===== src/spc_pkg.sv =====
package spc_pkg;

    // ----------------------------------------------------------------
    // Register map
    // ----------------------------------------------------------------
    localparam logic [7:0] ADDR_BUF = 8'h00;
    localparam logic [7:0] ADDR_STAT = 8'h04;
    localparam logic [7:0] ADDR_IRQ_STAT = 8'h08;
    localparam logic [7:0] ADDR_IRQ_CLR = 8'h0c;
    localparam logic [7:0] ADDR_IRQ_EN = 8'h10;
    localparam logic [7:0] ADDR_CTRL = 8'h14;

    localparam int BIT_WRITE_COLLISION_FLAG = 7;
    localparam int BIT_OVF = 6;
    localparam int BIT_EN = 5;
    localparam int BIT_CKP = 4;
    localparam logic [7:0] CTRL_RESET = 8'h00;
    localparam logic [7:0] BUF_RESET = 8'h00;

    localparam int STAT_FULL = 0;
    localparam int STAT_BUSY = 1;

    localparam int IRQ_DONE = 0;
    localparam int IRQ_OVF = 1;
    localparam int IRQ_WRITE_COLLISION_FLAG = 2;
    localparam int IRQ_START = 3;
    localparam int IRQ_STOP = 4;
    localparam int IRQ_W = 5;
    localparam logic [IRQ_W-1:0] IRQ_RESET = 5'h00;

    localparam logic [1:0] RESP_OKAY = 2'h0;
    localparam logic [1:0] RESP_SLVERR = 2'h2;

    // ----------------------------------------------------------------
    // Modes and timing
    // ----------------------------------------------------------------
    typedef enum logic [3:0] {
        MODE_SPIM_DIV4 = 4'b0000,
        MODE_SPIM_DIV16 = 4'b0001,
        MODE_SPIM_DIV64 = 4'b0010,
        MODE_SPIM_TMR = 4'b0011,
        MODE_SPIS_SS = 4'b0100,
        MODE_SPIS_NOSS = 4'b0101,
        MODE_I2C_S7 = 4'b0110,
        MODE_I2C_S10 = 4'b0111,
        MODE_I2C_FWM = 4'b1011,
        MODE_I2C_S7_SP = 4'b1110
    } spc_mode_e;

    // Half bit periods, in clock cycles, for the oscillator-derived clocks.
    localparam logic [5:0] HALF_DIV4 = 6'd2;
    localparam logic [5:0] HALF_DIV16 = 6'd8;
    localparam logic [5:0] HALF_DIV64 = 6'd32;
    localparam logic [3:0] BYTE_BITS = 4'd8;

    function automatic logic is_spi_master(input logic [3:0] m);
        return m[3:2] == 2'b00;
    endfunction : is_spi_master

    function automatic logic is_spi_slave(input logic [3:0] m);
        return (m == MODE_SPIS_SS) || (m == MODE_SPIS_NOSS);
    endfunction : is_spi_slave

    function automatic logic is_i2c(input logic [3:0] m);
        return (m == MODE_I2C_S7) || (m == MODE_I2C_S10) || (m == MODE_I2C_FWM) ||
               (m == MODE_I2C_S7_SP);
    endfunction : is_i2c

endpackage : spc_pkg


===== src/spc_clkdiv.sv =====
`timescale 1ns/100ps
`default_nettype none
module spc_clkdiv
    import spc_pkg::*;
(
    input wire logic clk,
    input wire logic rst_n,
    input wire logic run,
    input wire logic [3:0] mode,
    input wire logic timer_two_tick,
    output logic tick
);

    logic [5:0] cnt_r;
    logic [5:0] half;

    always_comb begin
        case (mode)
            MODE_SPIM_DIV16: half = HALF_DIV16;
            MODE_SPIM_DIV64: half = HALF_DIV64;
            default: half = HALF_DIV4;
        endcase
    end

    // A tick marks each serial clock edge; the timer source halves to one bit per two ticks.
    always_comb begin
        if (!run) begin
            tick = 1'b0;
        end else if (mode == MODE_SPIM_TMR) begin
            tick = timer_two_tick;
        end else begin
            tick = (cnt_r == half - 6'd1);
        end
    end

    always_ff @(posedge clk or negedge rst_n) begin
        if (!rst_n) begin
            cnt_r <= 6'd0;
        end else if (!run || tick) begin
            cnt_r <= 6'd0;
        end else begin
            cnt_r <= cnt_r + 6'd1;
        end
    end

endmodule : spc_clkdiv
`default_nettype wire


===== src/spc_top.sv =====
// Implementation choice: the AXI4-Lite slave port.
`timescale 1ns/100ps
`default_nettype none
module spc_top
    import spc_pkg::*;
(
    input wire logic clk,
    input wire logic rst_n,
    input wire logic [7:0] s_axi_awaddr,
    input wire logic s_axi_awvalid,
    output logic s_axi_awready,
    input wire logic [31:0] s_axi_wdata,
    input wire logic [3:0] s_axi_wstrb,
    input wire logic s_axi_wvalid,
    output logic s_axi_wready,
    output logic [1:0] s_axi_bresp,
    output logic s_axi_bvalid,
    input wire logic s_axi_bready,
    input wire logic [7:0] s_axi_araddr,
    input wire logic s_axi_arvalid,
    output logic s_axi_arready,
    output logic [31:0] s_axi_rdata,
    output logic [1:0] s_axi_rresp,
    output logic s_axi_rvalid,
    input wire logic s_axi_rready,
    input wire logic timer_two_tick,
    input wire logic sck_in,
    output logic sck_out,
    output logic sck_oe,
    input wire logic sdi_in,
    output logic sdo_out,
    output logic sdo_oe,
    input wire logic ss_n_in,
    input wire logic sda_in,
    output logic sda_out,
    output logic sda_oe,
    output logic pins_to_gpio,
    output logic irq
);

    // ----------------------------------------------------------------
    // State
    // ----------------------------------------------------------------
    logic [7:0] ctrl_r;
    logic [7:0] rx_buf_r;
    logic buf_full_r;
    logic [7:0] shreg_r;
    logic [3:0] bitcnt_r;
    logic samp_r;
    logic mbusy_r;
    logic sck_r;
    logic lead_r;
    logic sck_prev_r;
    logic sda_prev_r;
    logic i2c_frame_r;
    logic [IRQ_W-1:0] irq_stat_r;
    logic [IRQ_W-1:0] irq_en_r;

    logic [7:0] aw_addr_r;
    logic aw_have_r;
    logic [31:0] w_data_r;
    logic [3:0] w_strb_r;
    logic w_have_r;
    logic bvalid_r;
    logic [1:0] bresp_r;
    logic rvalid_r;
    logic [31:0] rdata_r;
    logic [1:0] rresp_r;

    logic [3:0] mode;
    logic enable;
    logic cpol;
    logic m_spi;
    logic s_spi;
    logic m_i2c;
    logic ss_ok;
    logic tick;
    logic do_write;
    logic do_read;
    logic buf_wr;
    logic buf_rd;
    logic ctrl_wr;
    logic busy;
    logic write_collision_flag_ev;
    logic done_ev;
    logic ovf_ev;
    logic start_ev;
    logic stop_ev;
    logic s_lead;
    logic i2c_rise;
    logic [7:0] shifted;

    assign mode = ctrl_r[3:0];
    assign enable = ctrl_r[BIT_EN];
    assign cpol = ctrl_r[BIT_CKP];
    assign m_spi = enable && is_spi_master(mode);
    assign s_spi = enable && is_spi_slave(mode);
    assign m_i2c = enable && is_i2c(mode);
    assign ss_ok = (mode != MODE_SPIS_SS) || !ss_n_in;

    // ----------------------------------------------------------------
    // AXI4-Lite slave
    // ----------------------------------------------------------------
    assign s_axi_awready = !aw_have_r && !bvalid_r;
    assign s_axi_wready = !w_have_r && !bvalid_r;
    assign s_axi_bvalid = bvalid_r;
    assign s_axi_bresp = bresp_r;
    assign s_axi_arready = !rvalid_r;
    assign s_axi_rvalid = rvalid_r;
    assign s_axi_rdata = rdata_r;
    assign s_axi_rresp = rresp_r;

    assign do_write = aw_have_r && w_have_r && !bvalid_r;
    assign do_read = s_axi_arvalid && !rvalid_r;
    assign buf_wr = do_write && (aw_addr_r == ADDR_BUF) && w_strb_r[0];
    assign ctrl_wr = do_write && (aw_addr_r == ADDR_CTRL) && w_strb_r[0];
    assign buf_rd = do_read && (s_axi_araddr == ADDR_BUF);

    always_ff @(posedge clk or negedge rst_n) begin
        if (!rst_n) begin
            aw_have_r <= 1'b0;
            aw_addr_r <= 8'h00;
        end else if (s_axi_awvalid && s_axi_awready) begin
            aw_have_r <= 1'b1;
            aw_addr_r <= s_axi_awaddr;
        end else if (do_write) begin
            aw_have_r <= 1'b0;
        end
    end

    always_ff @(posedge clk or negedge rst_n) begin
        if (!rst_n) begin
            w_have_r <= 1'b0;
            w_data_r <= 32'h0000_0000;
            w_strb_r <= 4'h0;
        end else if (s_axi_wvalid && s_axi_wready) begin
            w_have_r <= 1'b1;
            w_data_r <= s_axi_wdata;
            w_strb_r <= s_axi_wstrb;
        end else if (do_write) begin
            w_have_r <= 1'b0;
        end
    end

    always_ff @(posedge clk or negedge rst_n) begin
        if (!rst_n) begin
            bvalid_r <= 1'b0;
            bresp_r <= RESP_OKAY;
        end else if (do_write) begin
            bvalid_r <= 1'b1;
            case (aw_addr_r)
                ADDR_BUF, ADDR_STAT, ADDR_IRQ_STAT, ADDR_IRQ_CLR, ADDR_IRQ_EN,
                ADDR_CTRL: bresp_r <= RESP_OKAY;
                default: bresp_r <= RESP_SLVERR;
            endcase
        end else if (s_axi_bready) begin
            bvalid_r <= 1'b0;
        end
    end

    always_ff @(posedge clk or negedge rst_n) begin
        if (!rst_n) begin
            rvalid_r <= 1'b0;
            rdata_r <= 32'h0000_0000;
            rresp_r <= RESP_OKAY;
        end else if (do_read) begin
            rvalid_r <= 1'b1;
            rresp_r <= RESP_OKAY;
            case (s_axi_araddr)
                ADDR_BUF: rdata_r <= {24'h00_0000, rx_buf_r};
                ADDR_STAT: rdata_r <= {30'h0000_0000, busy, buf_full_r};
                ADDR_IRQ_STAT: rdata_r <= {27'h000_0000, irq_stat_r};
                ADDR_IRQ_CLR: rdata_r <= 32'h0000_0000;
                ADDR_IRQ_EN: rdata_r <= {27'h000_0000, irq_en_r};
                ADDR_CTRL: rdata_r <= {24'h00_0000, ctrl_r};
                default: begin
                    rdata_r <= 32'h0000_0000;
                    rresp_r <= RESP_SLVERR;
                end
            endcase
        end else if (s_axi_rready) begin
            rvalid_r <= 1'b0;
        end
    end

    // ----------------------------------------------------------------
    // Control register
    // ----------------------------------------------------------------
    // Hardware-set flags win over a software write in the same cycle.
    always_ff @(posedge clk or negedge rst_n) begin
        if (!rst_n) begin
            ctrl_r <= CTRL_RESET;
        end else begin
            if (ctrl_wr) begin
                ctrl_r <= w_data_r[7:0];
            end
            if (write_collision_flag_ev) begin
                ctrl_r[BIT_WRITE_COLLISION_FLAG] <= 1'b1;
            end
            if (ovf_ev) begin
                ctrl_r[BIT_OVF] <= 1'b1;
            end
        end
    end

    // ----------------------------------------------------------------
    // Receive buffer and collision detection
    // ----------------------------------------------------------------
    assign busy = mbusy_r || (s_spi && bitcnt_r != 4'd0);
    assign write_collision_flag_ev = buf_wr && busy && !m_i2c;
    assign shifted = {shreg_r[6:0], s_spi ? sdi_in : samp_r};

    always_ff @(posedge clk or negedge rst_n) begin
        if (!rst_n) begin
            rx_buf_r <= BUF_RESET;
            buf_full_r <= 1'b0;
        end else if (done_ev && !ovf_ev) begin
            rx_buf_r <= m_i2c ? shreg_r : shifted;
            buf_full_r <= 1'b1;
        end else if (buf_rd) begin
            buf_full_r <= 1'b0;
        end
    end

    // ----------------------------------------------------------------
    // Bit clock generation
    // ----------------------------------------------------------------
    spc_clkdiv u_clkdiv (
        .clk(clk),
        .rst_n(rst_n),
        .run(mbusy_r),
        .mode(mode),
        .timer_two_tick(timer_two_tick),
        .tick(tick)
    );

    // ----------------------------------------------------------------
    // Shift engine
    // ----------------------------------------------------------------
    assign s_lead = s_spi && ss_ok && (sck_prev_r == cpol) && (sck_in != cpol);
    assign i2c_rise = m_i2c && i2c_frame_r && !sck_prev_r && sck_in;
    assign start_ev = m_i2c && sck_in && sda_prev_r && !sda_in;
    assign stop_ev = m_i2c && sck_in && !sda_prev_r && sda_in;

    always_comb begin
        done_ev = 1'b0;
        if (m_spi) begin
            done_ev = tick && !lead_r && bitcnt_r == BYTE_BITS - 4'd1;
        end else if (s_spi) begin
            done_ev = s_lead && bitcnt_r == BYTE_BITS - 4'd1;
        end else if (m_i2c) begin
            done_ev = i2c_rise && bitcnt_r == BYTE_BITS;
        end
    end

    // The master overwrites the previous byte; only slave and I2C modes overflow.
    assign ovf_ev = done_ev && buf_full_r && !m_spi;

    always_ff @(posedge clk or negedge rst_n) begin
        if (!rst_n) begin
            sck_prev_r <= 1'b0;
            sda_prev_r <= 1'b1;
        end else begin
            sck_prev_r <= sck_in;
            sda_prev_r <= sda_in;
        end
    end

    always_ff @(posedge clk or negedge rst_n) begin
        if (!rst_n) begin
            i2c_frame_r <= 1'b0;
        end else if (!m_i2c || stop_ev) begin
            i2c_frame_r <= 1'b0;
        end else if (start_ev) begin
            i2c_frame_r <= 1'b1;
        end
    end

    always_ff @(posedge clk or negedge rst_n) begin
        if (!rst_n) begin
            shreg_r <= BUF_RESET;
            bitcnt_r <= 4'd0;
            samp_r <= 1'b0;
            mbusy_r <= 1'b0;
            lead_r <= 1'b1;
        end else if (m_spi) begin
            if (!mbusy_r) begin
                if (buf_wr) begin
                    shreg_r <= w_data_r[7:0];
                    bitcnt_r <= 4'd0;
                    mbusy_r <= 1'b1;
                    lead_r <= 1'b1;
                end
            end else if (tick) begin
                lead_r <= !lead_r;
                if (lead_r) begin
                    samp_r <= sdi_in;
                end else begin
                    shreg_r <= shifted;
                    bitcnt_r <= bitcnt_r + 4'd1;
                    if (bitcnt_r == BYTE_BITS - 4'd1) begin
                        mbusy_r <= 1'b0;
                        bitcnt_r <= 4'd0;
                    end
                end
            end
        end else if (s_spi) begin
            mbusy_r <= 1'b0;
            if (!ss_ok) begin
                bitcnt_r <= 4'd0;
            end else if (s_lead) begin
                shreg_r <= shifted;
                bitcnt_r <= (bitcnt_r == BYTE_BITS - 4'd1) ? 4'd0 : bitcnt_r + 4'd1;
            end else if (buf_wr && bitcnt_r == 4'd0) begin
                shreg_r <= w_data_r[7:0];
            end
        end else if (m_i2c) begin
            mbusy_r <= 1'b0;
            if (start_ev || !i2c_frame_r) begin
                bitcnt_r <= 4'd0;
            end else if (i2c_rise) begin
                if (bitcnt_r == BYTE_BITS) begin
                    bitcnt_r <= 4'd0;
                end else begin
                    shreg_r <= {shreg_r[6:0], sda_in};
                    bitcnt_r <= bitcnt_r + 4'd1;
                end
            end
        end else begin
            mbusy_r <= 1'b0;
            bitcnt_r <= 4'd0;
        end
    end

    // ----------------------------------------------------------------
    // Serial clock output
    // ----------------------------------------------------------------
    always_ff @(posedge clk or negedge rst_n) begin
        if (!rst_n) begin
            sck_r <= 1'b0;
        end else if (!mbusy_r) begin
            sck_r <= cpol;
        end else if (tick) begin
            sck_r <= !sck_r;
        end
    end

    // ----------------------------------------------------------------
    // Pin ownership
    // ----------------------------------------------------------------
    always_comb begin
        sck_out = 1'b0;
        sck_oe = 1'b0;
        sdo_out = 1'b0;
        sdo_oe = 1'b0;
        sda_out = 1'b0;
        sda_oe = 1'b0;
        if (m_spi) begin
            sck_out = sck_r;
            sck_oe = 1'b1;
            sdo_out = shreg_r[7];
            sdo_oe = 1'b1;
        end else if (s_spi) begin
            sdo_out = shreg_r[7];
            sdo_oe = ss_ok;
        end else if (m_i2c) begin
            sck_oe = !cpol;
        end
    end

    assign pins_to_gpio = !enable;

    // ----------------------------------------------------------------
    // Interrupts
    // ----------------------------------------------------------------
    logic [IRQ_W-1:0] irq_ev;
    logic [IRQ_W-1:0] irq_clr;

    // Start and stop events only raise interrupts in the dedicated mode.
    assign irq_ev = {stop_ev && mode == MODE_I2C_S7_SP,
                     start_ev && mode == MODE_I2C_S7_SP, write_collision_flag_ev, ovf_ev,
                     done_ev && !ovf_ev};
    assign irq_clr = (do_write && aw_addr_r == ADDR_IRQ_CLR && w_strb_r[0]) ?
                     w_data_r[IRQ_W-1:0] : IRQ_RESET;

    always_ff @(posedge clk or negedge rst_n) begin
        if (!rst_n) begin
            irq_stat_r <= IRQ_RESET;
        end else begin
            irq_stat_r <= (irq_stat_r & ~irq_clr) | irq_ev;
        end
    end

    always_ff @(posedge clk or negedge rst_n) begin
        if (!rst_n) begin
            irq_en_r <= IRQ_RESET;
        end else if (do_write && aw_addr_r == ADDR_IRQ_EN && w_strb_r[0]) begin
            irq_en_r <= w_data_r[IRQ_W-1:0];
        end
    end

    assign irq = |(irq_stat_r & irq_en_r);

endmodule : spc_top
`default_nettype wire


===== config.mk =====
export PLATFORM = sky130hd
export DESIGN_NAME = spc_top
export DESIGN_NICKNAME = d
export VERILOG_FILES = /design/src/spc_pkg.sv /design/src/spc_clkdiv.sv /design/src/spc_top.sv
export SDC_FILE = /design/constraint.sdc
export NUM_CORES = 1
export LEC_CHECK = 0
export BUFFER_PORTS_ARGS = -buffer_cell sky130_fd_sc_hd__buf_2
export CAP_MARGIN = 10
export CORE_MARGIN = 8
export CORE_UTILIZATION = 32
export CTS_BUF_LIST = sky130_fd_sc_hd__clkbuf_4
export DETAILED_ROUTE_END_ITERATION = 7
export MAX_ROUTING_LAYER = met4
export PLACE_DENSITY = 0.5
export SETUP_SLACK_MARGIN = 0.02
export SYNTH_ARGS = -nofsm -noshare
export SYNTH_HDL_FRONTEND = slang
export SYNTH_HIERARCHICAL = 1
export SYNTH_SLANG_ARGS = --single-unit

===== constraint.sdc =====
create_clock -name clk -period 6.15 [get_ports clk]
set_input_delay 0.3075 -clock clk [delete_from_list [all_inputs] [get_ports clk]]
set_output_delay 0.3075 -clock clk [all_outputs]
set_load 0.1 [all_outputs]

Word-level counts from Yosys, hierarchy flattened
Index checks and enable logic that the tools add are counted.
W data, S select, Z words.
Word-level totals
  word-level logic and storage cells: 233
  input port bits: 64
  bits in registers: 109
Cells by class
  add/subtract/negate cells: 3
  multiplexer cells: 72
  bitwise gates (word level): 4
  equal/unequal tests: 35
  reduce and logical (&&, ||, !) cells: 92
Operator list (number)
  $mux W8: 15
  $mux W4: 13
  $logic_and A1 B1 Y1: 43
  $pmux W8 S5: 1
  $mux W1: 38
  $eq A8 B4 Y1 const B: 4
  $eq A8 B5 Y1 const B: 4
  $eq A4 B3 Y1 const B: 5
  $reduce_bool A2 Y1: 9
  $logic_not A1 Y1: 17
  $eq A8 B3 Y1 const B: 2
  $logic_not A8 Y1: 2
  $eq A4 B4 Y1 const B: 3
  $pmux W6 S2: 1
  $reduce_or A6 Y1: 2
  $and A5 B5 Y5: 2
  $logic_or A1 B1 Y1: 9
  $ne A3 B2 Y1 const B: 3
  $ne A3 B3 Y1 const B: 3
  $reduce_and A9 Y1: 1
  $eq A4 B2 Y1 const B: 2
  $ne A4 B3 Y1 const B: 2
  $add A6 B1 Y6 const B: 1
  $eq A6 B6 Y1: 1
  21 further kinds: 23

Depth between registers and ports, before layout
Gate-level depths: netlist of the first run.
  depth after elaboration: 17
  depth in mapped cells: 11

Hierarchy
Netlist of the first run, hierarchy kept.
By module, submodules not included
  spc_top: cells each 390, area an instance 4176.5 um^2, times used 1, seq. area each 1929.4 um^2
  spc_clkdiv: cells each 34, area an instance 356.6 um^2, times used 1, seq. area each 150.1 um^2

Least setup slack after synthesis of the first run
No wires, ideal clock.
  path type: register to register
  start point: reg ctrl_r[1]
  end point: reg bitcnt_r[2]
  clock period less this slack: 3.928 ns
  setup time: 0.078 ns
  arrival time: 3.850 ns
  slack: 2.222 ns
  stages on the path, launching flop included: 6
  cells stage by stage: dfrtp_1 nand4bb_1 o21ai_0 o21ba_2 or4b_1 o2bb2ai_1
On the way
  longest elaborated chain between the ends: 13
RTL lines
  start, declared: line spc_top.sv:44  | logic [7:0] ctrl_r;
  start signal, assigned: line spc_top.sv:195  | ctrl_r <= w_data_r[7:0];
  parallel branches: the longest is 13 deep, another holds $sub A6 B1 Y6
  end signal, assigned: line spc_top.sv:300  | bitcnt_r <= bitcnt_r + 4'd1;
  end signal, assigned: line spc_top.sv:313  | bitcnt_r <= (bitcnt_r == BYTE_BITS - 4'd1) ? 4'd0 : bitcnt_r + 4'd1;
  end signal, assigned: line spc_top.sv:326  | bitcnt_r <= bitcnt_r + 4'd1;
  end, declared: line spc_top.sv:48  | logic [3:0] bitcnt_r;
Several ways; the timed one is not identified.
A chain may end at the register's enable or synchronous reset.

Worst setup path in the final report of the first run
  start point: reg ctrl_r[3]
  end point: reg rx_buf_r[0]
RTL lines
  $eq A4 B2 Y1 or $eq A4 B1 Y1 (tied branches): line spc_clkdiv.sv:18  | case (mode)
  $pmux W6 S2: line spc_clkdiv.sv:18
  $sub A6 B1 Y6: line spc_clkdiv.sv:32  | tick = (cnt_r == half - 6'd1);
  $eq A6 B6 Y1: line spc_clkdiv.sv:32
  $mux W1 (*): line spc_clkdiv.sv:29  | end else if (mode == MODE_SPIM_TMR) begin
  $mux W1 (*): line spc_clkdiv.sv:27  | if (!run) begin
  net tick: line spc_top.sv:77  | logic tick;
  $logic_and A1 B1 Y1 (*) (2 in series): line spc_top.sv:248  | done_ev = tick && !lead_r && bitcnt_r == BYTE_BITS - 4'd1;
  $mux W1 (*): line spc_top.sv:247  | if (m_spi) begin
  $logic_and A1 B1 Y1 (2 in series): line spc_top.sv:257  | assign ovf_ev = done_ev && buf_full_r && !m_spi;
  $logic_not A1 Y1: line spc_top.sv:217  | end else if (done_ev && !ovf_ev) begin
  $logic_and A1 B1 Y1 (*): line spc_top.sv:217
  end signal, assigned: line spc_top.sv:218  | rx_buf_r <= m_i2c ? shreg_r : shifted;
  end, declared: line spc_top.sv:45  | logic [7:0] rx_buf_r;
The timed path passes the listed nets; every way through them passes the cells marked *.

==> impl_metrics.py, run 1 <==
metrics = {
    "status": {
        "status": "complete, no violations",
    },
    "place": {
        "dpl.hpwl_mm": 8.20,
        "portBuffers": 57,
        "placed_cells": 644,
        "finalWeightedCongestion": 0.812,
    },
    "grt": {
        "grt_pass1_vias": 3455,
        "grt.overflow.total": 0,
        "grt_start_max_net_pins": 84,
        "antenna_found_initial": 0,
        "grt_pass1_wl_mm": 18.1,
        "grt_use_total_pct": 12.9,
    },
    "pwr": {
        "total_power_w": 0.00159,
        "leakagePower_nw": 2.41,
        "powerDensity_nw_per_um2": 315,
        "irDropWorstVdd_v": 0.000402,
    },
    "logic_synthesis": {
        "synth.area.top_cells": "dfrtp_1 45%, mux2_2 9.4%, buf_4 4.6%, nand2_1 4.1%, mux2i_1 3.1%",
        "ys_seq_area_share_pct": 45.9,
        "synth_top_family_by_area": "simple AND/OR/NAND/NOR gates",
        "synth_simple_gate_area_share_pct": 16.1,
        "yosysWarnings": 6,
        "synth-edff-count": 0,
        "synth_xor_area_share_pct": 0.966,
        "synth_most_common_cell": "dfrtp_1",
        "ys_types": 76,
        "synth_cells": 424,
        "synth_fa_ha_area_share_pct": 0.828,
        "muxShareOfSynthArea_pct": 15.0,
        "synth-seq-cells": 83,
        "synth-main-ff-cell": "dfrtp_1",
        "synthArstFlopShare_pct": 100,
        "synth_common_cells": "81 x dfrtp_1, 50 x nand2_1, 38 x mux2_2",
        "synth_compound_area_share_pct": 14.0,
        "synth_top_area_share_pct": 44.7,
        "yosysTopAreaCell": "dfrtp_1",
        "synth.avg_cell_area_um2": 10.7,
        "syn_area_um2": 4530,
    },
    "die": {
        "rows": 43,
        "core-area_um2": 13900,
        "die_x_um": 135,
        "start_util_pct": 32.7,
        "dieArea_um2": 18200,
        "die_h_um": 135,
        "io_pins": 113,
    },
    "routing": {
        "vias": 3298,
        "first_iter_violations": 130,
        "drt-total-wl_mm": 11.0,
        "drc": 0,
        "antenna_left": 0,
        "wl_per_cell_um": 16.6,
        "via_per_inst": 4.97,
        "drt_pass1_iterations": 4,
    },
    "clocking": {
        "h-tree-depth": 3,
        "clk_latency_ns": 0.45,
        "cts_sinks": 83,
        "numCtsBuffers": 9,
        "postCtsSetupBuffers": 0,
        "clk_path_buf_depth": 2,
        "cts.clk_slew.worst_paths_ns": 0.15,
        "root_buffer": "clkbuf_4",
        "cts_hold_buf": 4,
        "cts_tree": "done",
        "cts_resized": 0,
    },
    "worst_setup_path": {
        "critPathKind": "flip-flop to flip-flop",
        "r2r-start": "ctrl_r[3]$_DFFE_PN0P_",
        "crit_path_cell_trace": "nor3b_1 > mux2i_1 > nor4_2 > o21a_1 > nor2b_1 > o2111ai_1 > a222oi_1 > buf_4 > mux2_2",
        "endpoint_kind": "flip-flop",
        "worst-path-max-fanout": 17,
        "cp_slowest_cell": "dfrtp_1",
        "startpoint_type": "flip-flop",
        "critical_path.startpoint": "ctrl_r[3]$_DFFE_PN0P_",
        "cpPeakStageDelay_ns": 0.60,
        "cp.required_ns": 6.50,
        "critical_path_arrival_ns": 3.87,
    },
    "layout": {
        "synthToLayoutAreaGrowth_pct": 11.8,
        "stdcell_count": 664,
        "final_nets": 546,
        "fill_cells": 1416,
        "drive_above_1_share_pct": 27.3,
        "diodes": 0,
    },
    "worst_hold_path": {
        "min_path_type": "primary input to asynchronous set/reset pin",
    },
    "timing": {
        "period_share_pct": 57.2,
        "final.min_clock_period_ns": 3.52,
        "drv_slew": 0,
        "setup_viol": 0,
        "fmax_mhz": 284,
        "relSlewSlack_pct": 27.0,
        "finClkSkew_ns": 0.0213,
        "hold_viol": 0,
        "tightestPinTransition_ns": 1.09,
        "rsz0062_at_grt": "false",
        "totalNegativeSetupSlack_ns": 0,
    },
    "flow_run": {
        "drv_cap": 0,
    },
}
cell usage in the layout (no fill, tap or decap), types with 4 or more instances in the layout:
| master | instances |
|---|---|
| a21oi_1 | 9 |
| mux2_2 | 38 |
| nor2_1 | 19 |
| nand2_1 | 50 |
| mux2_4 | 6 |
| dfrtp_1 | 81 |
| nor3b_1 | 4 |
| nor3_1 | 5 |
| conb_1 | 28 |
| o21ai_0 | 17 |
| mux2i_1 | 14 |
| buf_2 | 56 |
| inv_1 | 7 |
| a32oi_1 | 5 |
| and2_1 | 4 |
| o31ai_1 | 5 |
| nor2b_1 | 4 |
| nand3b_1 | 4 |
| a21o_1 | 5 |
| a31oi_1 | 8 |
| clkbuf_4 | 9 |
| and3b_1 | 5 |
| nand2b_1 | 6 |
| dlygate4sd3_1 | 4 |
| nand3_1 | 7 |
power by group:
part / switching (W) / internal [W]
registers: 0.000115 / 0.000634
logic: 0.000339 / 0.000146
clock network: 0.000197 / 0.000163
total: 0.000651 / 0.000943
worst paths after layout:
check / endpoint / slack (ns) / cells past startpoint
worst min-delay path: w_data_r[1]$_DFFE_PN0P_ / 0.04 / 1
max in group asynchronous: s_axi_rdata[5]$_DFFE_PN0P_ / 5.44 / 1
min in group clk: w_strb_r[0]$_DFFE_PN0P_ / 0.07 / 2
worst max-delay path: rx_buf_r[0]$_DFFE_PN0P_ / 2.63 / 9
worst max register to register: rx_buf_r[0]$_DFFE_PN0P_ / 2.63 / 9
worst min register to register: s_axi_rresp[1]$_DFFE_PN0P_ / 0.49 / 1
per-stage QoR:
step           worst slack, ns  utilization [%]  area (um^2)  hold slack (ns)
3_3_place_gp              2.67             35.1         4870            0.458
6_report                  2.63             36.5         5070           0.0423
4_1_cts                   2.64             36.5         5070           0.0191
5_1_grt                   2.33             36.5         5070           0.0297
2_1_floorplan             2.22                -         4630           0.0119
3_5_place_dp              2.67             35.1         4870            0.455
metal layers:
layer / vias up / share of wire, % / track usage, %
met5: - / 0 / -
met4: 0 / 1.0 / 3.33
met3: 9 / 6.2 / 3.38
met2: 102 / 45 / 19.0
met1: 1584 / 48 / 17.2
li1: 1603 / - / -
critical path, delay by kind of cell, from the launching register on:
family	cells	cell delay (ns)
buffers and inverters	1	0.28
multiplexers	2	0.52
AO/OA/AOI/OAI	3	0.77
flip-flops	1	0.60
AND/OR/NAND/NOR	3	1.23
registers in the layout, indices dropped and copies added (netlist names), 4 cells and up:
signal,count
aw_addr_r,8
bitcnt_r,4
ctrl_r,8
irq_en_r,5
irq_stat_r,5
rx_buf_r,8
s_axi_rdata,8
shreg_r,8
u_clkdiv/cnt_r,6
w_data_r,8
kinds of logic (layout without fill, tap and decap cells):
logic type / after synthesis / count (layout)
flip-flops: 83 / 83
other: 1 / 28
AND/OR/NAND/NOR: 133 / 133
multiplexers: 60 / 60
XOR/XNOR: 5 / 5
buffers and inverters: 53 / 86
adder cells (fa/ha/maj): 3 / 3
AO/OA/AOI/OAI: 86 / 86
cell type report:
| cell class | count | area [um^2] | share of cell area [%] |
|---|---|---|---|
| clock buffer | 9 | 67.6 | 1.33 |
| timing repair buffer | 63 | 343 | 6.77 |
| inverter | 7 | 26.3 | 0.519 |
| multi-input combinational | 315 | 2230 | 44.1 |
| clock inverter | 7 | 92.6 | 1.83 |
| tap | 180 | 225 | 4.45 |
| sequential | 83 | 2080 | 41.0 |
Note: power is estimated with default switching activity, not from simulation.
==> run 2, diff against run 1 <==
clock period = 3.31 ns   (was 6.15 ns; I/O delays follow)
==> run 2 against run 1 <==
Against the previous run: sequential power increased by 84%; sequential share of layout area decreased by 1.8 points; routed wire length increased by 0.96%; combinational power increased by 94%; maximum frequency increased by 19%; utilization increased by 1.7 points; power increased by 83%; largest cell class unchanged; setup slack got worse by 2.3 ns; hold slack improved by 0.10 ns; clock skew decreased by 0.0063 ns; highest routed layer unchanged; global-route usage about the same.
==> impl_metrics.py, run 2 (synthesis results as in run 1) <==
metrics = {
    "routing": {
        "via_per_inst": 4.98,
        "antenna_left": 0,
        "wl_per_cell_um": 16.1,
        "vias": 3443,
        "drt_pass1_iterations": 6,
        "drt-total-wl_mm": 11.1,
        "drc": 0,
        "first_iter_violations": 182,
    },
    "clocking": {
        "clk_latency_ns": 0.45,
        "postCtsSetupBuffers": 0,
        "cts_tree": "done",
        "numCtsBuffers": 9,
        "h-tree-depth": 3,
        "cts_sinks": 83,
        "clk_path_buf_depth": 2,
        "root_buffer": "clkbuf_4",
        "cts.clk_slew.worst_paths_ns": 0.13,
    },
    "pwr": {
        "powerDensity_nw_per_um2": 549,
        "power.net_switching_w": 0.00121,
        "p_int_w": 0.00170,
        "power_frac_seq_pct": 47.6,
        "power_frac_clock_pct": 20.2,
        "irDropWorstVdd_v": 0.000737,
        "leakagePower_nw": 2.52,
        "swShare_pct": 41.5,
        "power_frac_comb_pct": 32.3,
    },
    "worst_hold_path": {
        "holdPathEnd": "s_axi_rdata[1]$_DFFE_PN0P_",
        "min_path_type": "primary input to flip-flop",
        "hold_start": "s_axi_araddr[1]",
        "holdPathStages": 3,
    },
    "timing": {
        "finClkSkew_ns": 0.0150,
        "hold_viol": 0,
        "final.min_clock_period_ns": 2.96,
        "rsz0062_at_grt": "false",
        "totalNegativeSetupSlack_ns": 0,
        "hold_ws_ns": 0.146,
        "relSlewSlack_pct": 28.8,
        "setup_viol": 0,
        "fmax_mhz": 338,
        "tightestPinTransition_ns": 1.07,
        "drv_slew": 0,
        "period_share_pct": 89.5,
    },
    "layout": {
        "synthToLayoutAreaGrowth_pct": 16.9,
        "regArea_um2": 2080,
        "final_nets": 574,
        "diodes": 0,
        "drive_above_1_share_pct": 27.6,
        "multi_input_area_um2": 2230,
        "fill_cells": 1413,
        "layout_common_cells": "81 x dfrtp_1, 56 x buf_2, 50 x nand2_1",
        "layout_commonest_cell": "dfrtp_1",
    },
    "die": {
        "start_util_pct": 32.7,
        "core-area_um2": 13900,
        "rows": 43,
        "die_h_um": 135,
        "io_pins": 113,
        "dieArea_um2": 18200,
        "die_x_um": 135,
    },
    "grt": {
        "grt_pass1_vias": 3521,
        "grt.overflow.total": 0,
        "grt_use_total_pct": 12.9,
        "grt_pass1_wl_mm": 18.1,
        "grt_start_max_net_pins": 84,
        "antenna_found_initial": 0,
    },
    "worst_setup_path": {
        "cp_slowest_cell": "dfrtp_1",
        "crit_buf_inv": 0,
        "cp.required_ns": 3.64,
        "reg2reg_slack_ns": 0.35,
        "startpoint_type": "flip-flop",
        "r2r_cells": 9,
        "worstReg2RegEnd": "shreg_r[3]$_DFFE_PN0P_",
        "critPathTopFamily": "compound AO/OA/AOI/OAI gates",
        "worst-path-max-fanout": 8,
        "r2r-start": "ctrl_r[1]$_DFFE_PN0P_",
        "cpPeakStageDelay_ns": 0.46,
        "crit_path_cell_trace": "xnor2_1 > o32a_1 > nor4_2 > o21a_1 > nor2b_2 > a21oi_1 > a21oi_1 > o211a_1 > mux2_2",
        "critical_path_arrival_ns": 3.29,
        "crit_top_cell": "a21oi_1",
        "critPathKind": "flip-flop to flip-flop",
        "endpoint_kind": "flip-flop",
    },
    "flow_run": {
        "drv_cap": 0,
    },
    "place": {
        "dpl.hpwl_mm": 8.23,
        "portBuffers": 57,
        "finalWeightedCongestion": 0.809,
    },
    "status": {
        "status": "complete, no violations",
    },
}
==> run 2: cell count changes in the layout (fill, tap and decap cells not counted), sizes merged <==
cell | before | now
buf | 59 | 67
clkinv | 3 | 2
bufinv | 2 | 1
clkbuf | 9 | 10
dlygate4sd3 | 4 | 24
==> run 2: layer usage <==
metal / vias to the layer above / global-route usage, % / share of wire [%] / wire length (um)
li1: 1662 / - / - / -
met1: 1677 / 15.9 / 48 / 5300
met2: 93 / 20.5 / 46 / 5120
met3: 11 / 3.86 / 5.3 / 587
met4: 0 / 2.71 / 1.0 / 116
met5: - / - / 0 / 0
==> run 2: repair_timing <==
item / in CTS / in global routing
endpoints found under the setup margin: 0 / 10
resized for setup: 0 / 1
endpoints found under the hold margin: 105 / 0
hold buffers: 24 / 0
==> run 2: cell type report <==
cell class | count | share of cell area, %
multi-input combinational | 315 | 42.2
sequential | 83 | 39.2
timing repair buffer | 91 | 11.4
tap | 180 | 4.25
clock buffer | 10 | 1.42
clock inverter | 5 | 1.04
inverter | 7 | 0.496
==> run 2: metrics by stage <==
step | total power [W] | utilization (%) | setup slack (ns) | cells | area (um^2)
final | 0.00291 | 38.2 | 0.349 | 691 | 5300
after floorplan | 0.00213 | - | 0.0435 | 451 | 4630
after global routing | 0.00307 | 38.2 | 0.102 | 691 | 5300
after detailed placement | 0.00233 | 35.5 | 0.259 | 652 | 4930
after global placement | 0.00231 | 35.5 | 0.294 | 652 | 4930
after CTS | 0.00295 | 38.2 | 0.234 | 691 | 5300
==> run 2: tightest hold or removal path: cells and delay by family <==
kind | cells | cell delay (ns)
AND/OR/NAND/NOR | 1 | 0.07
AO/OA/AOI/OAI | 1 | 0.23
buffers and inverters | 1 | 0.10
==> run 2: power groups by stage <==
stage | clock [W] | combinational, W | sequential, W
5_1_grt | 0.000662 | 0.00100 | 0.00141
4_1_cts | 0.000617 | 0.000947 | 0.00138
6_report | 0.000586 | 0.000939 | 0.00138
3_3_place_gp | 0 | 0.000913 | 0.00140
3_5_place_dp | 0 | 0.000922 | 0.00140
2_1_floorplan | 0 | 0.000688 | 0.00144
==> run 2: how the worst max path moves through the flow <==
| stage | startpoint | end | cells after the start |
|---|---|---|---|
| finish | ctrl_r[1]$_DFFE_PN0P_ | shreg_r[3]$_DFFE_PN0P_ | 9 |
| global route | ctrl_r[1]$_DFFE_PN0P_ | shreg_r[3]$_DFFE_PN0P_ | 9 |
| CTS | ctrl_r[1]$_DFFE_PN0P_ | shreg_r[3]$_DFFE_PN0P_ | 9 |
| detailed placement | ctrl_r[1]$_DFFE_PN0P_ | shreg_r[5]$_DFFE_PN0P_ | 9 |
| global placement | ctrl_r[1]$_DFFE_PN0P_ | shreg_r[3]$_DFFE_PN0P_ | 9 |
| floorplan | s_axi_bvalid$_DFFE_PN0P_ | w_data_r[0]$_DFFE_PN0P_ | 4 |
